File: config.mk
export PLATFORM = sky130hd
export DESIGN_NAME = bridge_config_status_header
export DESIGN_NICKNAME = d
export VERILOG_FILES = /design/src/common/bridge_cfg_pkg.sv /design/src/bridge_config_status_header.sv
export VERILOG_INCLUDE_DIRS = /design/src /design/src/common
export SDC_FILE = /design/constraint.sdc
export NUM_CORES = 1
export LEC_CHECK = 0
export ABC_AREA = 1
export BUFFER_PORTS_ARGS = -buffer_cell sky130_fd_sc_hd__buf_2
export CORE_MARGIN = 4
export CORE_UTILIZATION = 45
export CTS_BUF_LIST = sky130_fd_sc_hd__clkbuf_4
export DETAILED_ROUTE_END_ITERATION = 8
export PLACE_DENSITY = 0.9
export RECOVER_POWER = 100
export SLEW_MARGIN = 20
export SYNTH_ARGS = -nofsm -noshare
export SYNTH_HDL_FRONTEND = slang
export SYNTH_SLANG_ARGS = --single-unit
File: constraint.sdc
create_clock -name clock -period 1 [get_ports clock]
set_input_delay 0.1 -clock clock [delete_from_list [all_inputs] [get_ports clock]]
set_output_delay 0.1 -clock clock [all_outputs]
set_load 0.01 [all_outputs]
File: src/common/bridge_cfg_consts.svh
// Purpose: offsets, field positions and reset values of the bridge header
// Assumes: printed offsets used as word indices; one 32-bit word per register
// Notes:   definitions only
`ifndef BRIDGE_CFG_CONSTS_SVH
`define BRIDGE_CFG_CONSTS_SVH

// ----------------------------------------------------------------------
// register indices (printed offsets), byte address is four times these
// ----------------------------------------------------------------------
`define OFS_STATUS      12'h006
`define OFS_REVISION    12'h008
`define OFS_CLASS       12'h009
`define OFS_CACHE_LINE  12'h00c
`define OFS_COMMAND     12'h004
`define OFS_LOCK        12'h040
`define OFS_IRQ_STATUS  12'h041
`define OFS_IRQ_MASK    12'h042
`define ADDR_W          14

// ----------------------------------------------------------------------
// status and command field positions
// ----------------------------------------------------------------------
`define ST_IRQ_PEND     3
`define ST_CAP_LIST     4
`define ST_SYS_ERR      14
`define ST_POISON       15
`define CMD_SERR_EN     8
`define CMD_PERR_EN     6

// ----------------------------------------------------------------------
// constant field values
// ----------------------------------------------------------------------
`define CLASS_BASE      8'h06
`define CLASS_SUB       8'h04
`define CLASS_PROG_IF   8'h00
`define CACHE_LINE_RST  8'h00
// arbitrary neutral revision value, not taken from any real part
`define REVISION_RST    8'h5a
`define IRQ_EVENTS      3
`define EV_SYS_ERR      0
`define EV_POISON       1
`define EV_IRQ_PEND     2

`endif

File: src/common/bridge_cfg_pkg.sv
// Purpose: types of the bridge header block
// Assumes: constants live in bridge_cfg_consts.svh
// Notes:   port role selects the interrupt-pending source
package bridge_cfg_pkg;
  typedef enum logic [1:0] {
    PORT_UPSTREAM   = 2'b01,
    PORT_DOWNSTREAM = 2'b10
  } port_role_e;
endpackage

File: src/bridge_config_status_header.sv
// Purpose: status, revision, class code and cache line size of a bridge
// Assumes: config port with read data one cycle after read strobe
// Notes:   extra command, lock and event registers sit at 0x004, 0x040-42
//
// Operation
// RULE1: pending bit follows own legacy interrupt
// RULE2: forwarded downstream interrupts never set pending
// RULE3: downstream port: hot-plug interrupt sets pending
// RULE4: upstream port: unmasked memory error sets pending
// RULE5: capability list bit reads constant one
// RULE6: sent target abort reads zero always
// RULE7: legacy status bits read constant zero
// RULE8: error message with enable sets system error
// RULE9: poisoned packet sets parity bit unconditionally
// RULE10: eight-bit revision, writable until locked
// RULE11: class code base 0x06, sub 0x04
// RULE12: interface byte: no subtractive decode
// RULE13: cache line size read-write, reset zero
// RULE14: command bit 8 enables system error
// RULE15: read-only ignore writes; zero leaves sticky
//
// The address-and-strobe port was chosen for this implementation.
`timescale 1ns/100ps
`include "bridge_cfg_consts.svh"

module bridge_config_status_header
  import bridge_cfg_pkg::*;
#(
  parameter port_role_e PORT_ROLE = PORT_DOWNSTREAM
) (
  // clock and reset
  input  wire logic                clock,
  input  wire logic                resetn,
  input  wire logic                clock_en,
  // register port
  input  wire logic [`ADDR_W-1:0]  reg_addr,
  input  wire logic [31:0]         reg_wdata,
  input  wire logic                reg_write,
  input  wire logic                reg_read,
  output logic      [31:0]         reg_rdata,
  // event sources, same clock domain
  input  wire logic                hotplug_irq,
  input  wire logic                mem_error,
  input  wire logic                mem_error_mask,
  input  wire logic                forwarded_irq,
  input  wire logic                error_msg_sent,
  input  wire logic                poisoned_tlp,
  // outputs
  output logic                     legacy_irq_pending,
  output logic                     system_error_report_enable,
  output logic                     irq
);

  // --------------------------------------------------------------------
  // address decode
  // --------------------------------------------------------------------
  function automatic logic hit(input logic [`ADDR_W-1:0] a,
                               input logic [11:0] idx);
    hit = (a[`ADDR_W-1:2] == idx) && (a[1:0] == 2'b00);
  endfunction

  // sticky bit update: a set in the same cycle beats the clear
  function automatic logic w1c_next(input logic set,
                                    input logic cur,
                                    input logic clr);
    w1c_next = set | (cur & ~clr);
  endfunction

  wire logic sel_status = hit(reg_addr, `OFS_STATUS);
  wire logic sel_rev    = hit(reg_addr, `OFS_REVISION);
  wire logic sel_class  = hit(reg_addr, `OFS_CLASS);
  wire logic sel_cls    = hit(reg_addr, `OFS_CACHE_LINE);
  wire logic sel_cmd    = hit(reg_addr, `OFS_COMMAND);
  wire logic sel_lock   = hit(reg_addr, `OFS_LOCK);
  wire logic sel_ist    = hit(reg_addr, `OFS_IRQ_STATUS);
  wire logic sel_imask  = hit(reg_addr, `OFS_IRQ_MASK);

  wire logic wr_status = clock_en & reg_write & sel_status;
  wire logic wr_rev    = clock_en & reg_write & sel_rev;
  wire logic wr_cls    = clock_en & reg_write & sel_cls;
  wire logic wr_cmd    = clock_en & reg_write & sel_cmd;
  wire logic wr_lock   = clock_en & reg_write & sel_lock;
  wire logic wr_ist    = clock_en & reg_write & sel_ist;
  wire logic wr_imask  = clock_en & reg_write & sel_imask;

  // --------------------------------------------------------------------
  // state
  // --------------------------------------------------------------------
  logic                    sys_err_reg;
  logic                    poison_reg;
  logic                    pending_reg;
  logic [7:0]              revision_number_reg;
  logic                    lock_reg;
  logic [7:0]              cache_line_length_reg;
  logic                    serr_en_reg;
  logic                    perr_en_reg;
  logic [`IRQ_EVENTS-1:0]  ev_status_reg;
  logic [`IRQ_EVENTS-1:0]  ev_mask_reg;
  logic                    pend_prev_reg;
  logic [31:0]             rdata_reg;

  // --------------------------------------------------------------------
  // event sources
  // --------------------------------------------------------------------
  // only port-originated sources; forwarded_irq is deliberately unused
  wire logic pending_next =
    (PORT_ROLE == PORT_DOWNSTREAM) ? hotplug_irq       // see RULE3
                                   : (mem_error & ~mem_error_mask); // see RULE4
  wire logic sys_err_set = error_msg_sent & serr_en_reg;  // see RULE8
  wire logic poison_set  = poisoned_tlp;  // see RULE9

  wire logic [`IRQ_EVENTS-1:0] ev_set;
  assign ev_set[`EV_SYS_ERR]  = sys_err_set;
  assign ev_set[`EV_POISON]   = poison_set;
  assign ev_set[`EV_IRQ_PEND] = pending_next & ~pend_prev_reg;

  wire logic [`IRQ_EVENTS-1:0] ev_clr =
    wr_ist ? reg_wdata[`IRQ_EVENTS-1:0] : '0;

  // --------------------------------------------------------------------
  // status word view
  // --------------------------------------------------------------------
  // parallel-bus fields mean nothing on a serial link, so tie them off
  wire logic       fast_clock_capable       = 1'b0;   // see RULE7
  wire logic       back_to_back_capable     = 1'b0;   // see RULE7
  wire logic       master_parity_error_seen = 1'b0;   // see RULE7
  wire logic [1:0] select_timing            = 2'b00;  // see RULE7
  wire logic       sent_target_abort        = 1'b0;   // see RULE6
  wire logic       got_target_abort         = 1'b0;   // see RULE7
  wire logic       got_master_abort         = 1'b0;   // see RULE7
  wire logic       capability_list_present  = 1'b1;   // see RULE5
  wire logic [7:0] programming_interface    = `CLASS_PROG_IF;  // see RULE12

  // reserved bits read zero; writes never reach the constant fields
  wire logic [15:0] status_word = {
    poison_reg,                  // 15
    sys_err_reg,                 // 14
    got_master_abort,            // 13
    got_target_abort,            // 12
    sent_target_abort,           // 11
    select_timing,               // 10:9
    master_parity_error_seen,    // 8
    back_to_back_capable,        // 7
    1'b0,                        // 6 reserved
    fast_clock_capable,          // 5
    capability_list_present,     // 4
    pending_reg,                 // 3 see RULE1
    3'b000                       // 2:0 reserved
  };

  wire logic [15:0] cmd_word =
    (16'h0001 << `CMD_SERR_EN) & {16{serr_en_reg}} |
    (16'h0001 << `CMD_PERR_EN) & {16{perr_en_reg}};

  wire logic [23:0] class_word =
    {`CLASS_BASE, `CLASS_SUB, programming_interface};  // see RULE11

  wire logic [31:0] rd_mux =
    sel_status ? {16'h0000, status_word} :
    sel_rev    ? {24'h000000, revision_number_reg} :
    sel_class  ? {8'h00, class_word} :
    sel_cls    ? {24'h000000, cache_line_length_reg} :
    sel_cmd    ? {16'h0000, cmd_word} :
    sel_lock   ? {31'h00000000, lock_reg} :
    sel_ist    ? {29'h00000000, ev_status_reg} :
    sel_imask  ? {29'h00000000, ev_mask_reg} :
                 32'h00000000;

  // --------------------------------------------------------------------
  // sticky status bits: set wins over write-one clear
  // --------------------------------------------------------------------
  always_ff @(posedge clock or negedge resetn) begin
    if (!resetn) begin
      sys_err_reg <= 1'b0;
      poison_reg  <= 1'b0;
    end else if (clock_en) begin
      // zero writes and read-only bits leave state alone, see RULE15
      sys_err_reg <= w1c_next(sys_err_set, sys_err_reg,
                              wr_status & reg_wdata[`ST_SYS_ERR]);  // see RULE8
      poison_reg  <= w1c_next(poison_set, poison_reg,
                              wr_status & reg_wdata[`ST_POISON]);   // see RULE9
    end
  end

  // pending tracks the source level, not sticky
  always_ff @(posedge clock or negedge resetn) begin
    if (!resetn) begin
      pending_reg   <= 1'b0;
      pend_prev_reg <= 1'b0;
    end else if (clock_en) begin
      pending_reg   <= pending_next;  // see RULE1 see RULE2
      pend_prev_reg <= pending_next;
    end
  end

  // --------------------------------------------------------------------
  // writable fields
  // --------------------------------------------------------------------
  // revision resets to a plain value; lock freezes it until reset
  always_ff @(posedge clock or negedge resetn) begin
    if (!resetn) begin
      revision_number_reg <= `REVISION_RST;
      lock_reg            <= 1'b0;
    end else begin
      if (wr_rev && !lock_reg) begin
        revision_number_reg <= reg_wdata[7:0];  // see RULE10
      end
      if (wr_lock && reg_wdata[0]) begin
        lock_reg <= 1'b1;
      end
    end
  end

  always_ff @(posedge clock or negedge resetn) begin
    if (!resetn) begin
      cache_line_length_reg <= `CACHE_LINE_RST;
    end else if (wr_cls) begin
      cache_line_length_reg <= reg_wdata[7:0];  // see RULE13
    end
  end

  always_ff @(posedge clock or negedge resetn) begin
    if (!resetn) begin
      serr_en_reg <= 1'b0;
      perr_en_reg <= 1'b0;
    end else if (wr_cmd) begin
      serr_en_reg <= reg_wdata[`CMD_SERR_EN];  // see RULE14
      perr_en_reg <= reg_wdata[`CMD_PERR_EN];
    end
  end

  // --------------------------------------------------------------------
  // interrupt status and mask
  // --------------------------------------------------------------------
  // a new event in the clearing cycle stays recorded
  always_ff @(posedge clock or negedge resetn) begin
    if (!resetn) begin
      ev_status_reg <= '0;
    end else if (clock_en) begin
      ev_status_reg <= ev_set | (ev_status_reg & ~ev_clr);
    end
  end

  always_ff @(posedge clock or negedge resetn) begin
    if (!resetn) begin
      ev_mask_reg <= '0;
    end else if (wr_imask) begin
      ev_mask_reg <= reg_wdata[`IRQ_EVENTS-1:0];
    end
  end

  // --------------------------------------------------------------------
  // registered outputs
  // --------------------------------------------------------------------
  // irq lags the status register by one cycle so it comes from a flop
  // read data stands one cycle only, zero otherwise
  always_ff @(posedge clock or negedge resetn) begin
    if (!resetn) begin
      rdata_reg <= 32'h00000000;
    end else if (clock_en) begin
      rdata_reg <= reg_read ? rd_mux : 32'h00000000;
    end
  end

  always_ff @(posedge clock or negedge resetn) begin
    if (!resetn) begin
      irq <= 1'b0;
    end else if (clock_en) begin
      irq <= |(ev_status_reg & ev_mask_reg);
    end
  end

  always_ff @(posedge clock or negedge resetn) begin
    if (!resetn) begin
      legacy_irq_pending <= 1'b0;
    end else if (clock_en) begin
      legacy_irq_pending <= pending_next;  // see RULE1
    end
  end

  always_ff @(posedge clock or negedge resetn) begin
    if (!resetn) begin
      system_error_report_enable <= 1'b0;
    end else if (clock_en) begin
      system_error_report_enable <= serr_en_reg;  // see RULE14
    end
  end

  assign reg_rdata = rdata_reg;

endmodule

==> flow_metrics.tcl <==
set metrics [dict create \
    violations "negative setup slack" \
    synth_commonest_cells "nand2_1, dfrtp_1, inv_1" \
    dieArea_um2 6340 \
    crit_required_ns 1.30 \
    hold_violations 0 \
    hold_path_class "primary input to flop" \
    ys_seq_area_share_pct 45.75 \
    dp_hpwl_um 4414 \
    crit_fanout 5 \
    cp_data_arrival_time_ns 1.37 \
    ys_top_cells_by_area "dfrtp_1, nand2_1, buf_4" \
    clk_latency_ns 0.36 \
    peakVddDrop_uv 424.8 \
    grt_pass1_vias 2175 \
    initial_core_util_pct 47.61 \
    min_period_ns 1.068 \
    maxCapViolations 0 \
    switching_power_mw 0.7787 \
    drc_errors 0 \
    rsz0062_at_grt "yes" \
    fill_cells 379 \
    io_pins 92 \
    port_buffers 49 \
    fin_ws_ns -0.06835 \
    dieHeight_um 79.63 \
    leakage_nw 1.676 \
    clock_sinks 42 \
    fp.dieW_um 79.63 \
    area_growth_pct 36.21 \
    first_pass_iters 7 \
    vias_per_cell 5.141 \
    yosys.area.top_type "dfrtp_1" \
    critPathLaunchType "primary input" \
    p_int_mw 2.143 \
    hold_ws_ns 0.02195 \
    layout-drive-gt1-share_pct 44.74 \
    nets 436 \
    cts_buffer_depth 2 \
    diodes 0 \
    yosys_most_used_dff "dfrtp_1" \
    fmax_ghz 0.9360 \
    cts_buffers 5 \
    htree_levels 2 \
    finalSetupViolations 18 \
    core_um2 4848 \
    synth-seq-cells 42 \
    grt_pass1_wl_um 9860 \
    num_vias 2298 \
    yosysUniqueCellTypes 26 \
    cellPowerDensity_nw_per_um2 929.3 \
    grt_remaining_overflow 0 \
    swShare_pct 26.65 \
    finalCritPeriodShare_pct 106.8 \
    pwr-share-comb_pct 13.5 \
    drtIter0Drc 152 \
    drv_slew 0 \
    clkPwrFrac_pct 28.1 \
    rows 25 \
    seqPwrFrac_pct 58.4 \
    skew_ns 0.009810 \
    routed_wl_um 6843 \
    cp-end-kind "flop" \
    largest_reg_flops 12 \
    yosysWarnings 0 \
    clk_pin_slew_ns 0.12 \
    wl_per_cell_um 15.31 \
    yosysMostFrequentCell "nand2_1" \
    synth_edf_count 0 \
    gp_congestion 0.9264 \
    run_status "finished with violations" \
    path_class "primary input to flop" \
    synthArstFlopShare_pct 100.0 \
    ctsRootBufferMaster "clkbuf_4" \
    avgSynthCellArea_um2 8.245 \
    ant_nets 0 \
    netlist_instances 280 \
    pre_cts_ws_ns -0.3750 \
    synth.cell_area_um2 2308 \
    grt_use_total_pct 20.15 \
    antenna_found_initial 0 \
    synth_top_area_share_pct 41.19 \
    grt_max_degree 21 \
    cts_tree "yes" \
]
==> layout make-up <==
cell class / instances / area [um2] / area share [%]
clock buffer: 6 / 45.04 / 1.433
clock inverter: 2 / 8.758 / 0.2786
inverter: 34 / 127.6 / 4.059
tap: 67 / 83.83 / 2.666
timing repair buffer: 98 / 654.4 / 20.81
sequential: 42 / 1056 / 33.59
multi-input combinational: 198 / 1169 / 37.17
==> critical path, cell delays in order <==
cell and delay, ns:
buf_6 0.10, nor2_4 0.12, nand2_2 0.09, nor2_4 0.19, buf_6 0.15, nand3_4 0.09, nor2_4 0.18, buf_6 0.13
nand2_2 0.04, nand3_2 0.06, nand2_1 0.05, nand2_1 0.07
==> layout by cell type (no fill, tap or decap), types with 2 or more instances in the layout <==
cell type,instances
dfstp_2,4
nor2_4,13
nand2_4,2
nand4_1,9
inv_1,27
nand3_4,4
o21ai_0,13
conb_1,18
clkbuf_4,8
nand2_1,74
nor2_2,2
buf_4,35
inv_2,6
nand3_1,6
buf_2,45
nand2_2,16
o21ai_2,19
clkbuf_1,2
o21ai_1,5
buf_6,7
dlygate4sd3_1,6
nand3_2,6
clkinv_1,2
nor2_1,6
dfrtp_1,38
==> power groups by stage <==
stage / registers [mW] / clock network (mW) / logic (mW)
floorplan: 1.74 / 0 / 0.176
global placement: 1.74 / 0 / 0.328
detailed placement: 1.74 / 0 / 0.337
CTS: 1.71 / 0.835 / 0.366
global route: 1.71 / 0.929 / 0.429
finish: 1.71 / 0.821 / 0.395
==> path summary, 6_finish.rpt <==
path	from	cells past startpoint	slack, ns	end
max	reg_addr[6]	12	-0.07	reg_rdata[6]
min	reg_wdata[5]	3	0.02	revision_number_reg[5]
max reg2reg	ev_status_reg[0]	6	-0.06	reg_rdata[0]
min reg2reg	reg_rdata[7]	2	0.49	reg_rdata[7]
max in group asynchronous	resetn	3	0.14	reg_rdata[17]
min in group asynchronous	resetn	2	0.14	revision_number_reg[2]
==> repair_timing <==
item / 4_1_cts / 5_1_grt
setup buffers: 5 / 6
setup endpoints to repair: 14 / 45
gates resized for setup: 2 / 46
hold endpoints to repair: 47 / 0
cloned: 1 / 0
pin swaps: 2 / 25
hold buffers: 6 / 0
==> logic make-up after synthesis <==
group / after synthesis / share of synthesized area (%)
buf+inv: 58 / 13.66
flops: 42 / 45.75
simple gates: 138 / 28.67
compound gates: 41 / 11.76
other cells: 1 / 0.1624
==> metal layers <==
| metal | up-vias | GRT usage [%] | routed length, um |
|---|---|---|---|
| li1 | 1052 | - | - |
| met1 | 1070 | 23.52 | 2553 |
| met4 | 0 | 8.763 | 263 |
| met5 | - | 0 | 0 |
| met3 | 34 | 5.079 | 572 |
| met2 | 142 | 34.81 | 3452 |
==> metrics by stage <==
step	total power [mW]	instances	TNS (ns)	util [%]	instance area, um2
floorplan	1.917	297	-1.750	-	2404
CTS	2.907	441	-0.08418	61.19	2967
detailed placement	2.077	421	-11.44	57.63	2794
global placement	2.069	421	-9.276	57.63	2794
finish	2.922	447	-0.6973	64.85	3144
global route	3.065	447	-2.774	64.85	3144
(Power assumes the default switching activity.)
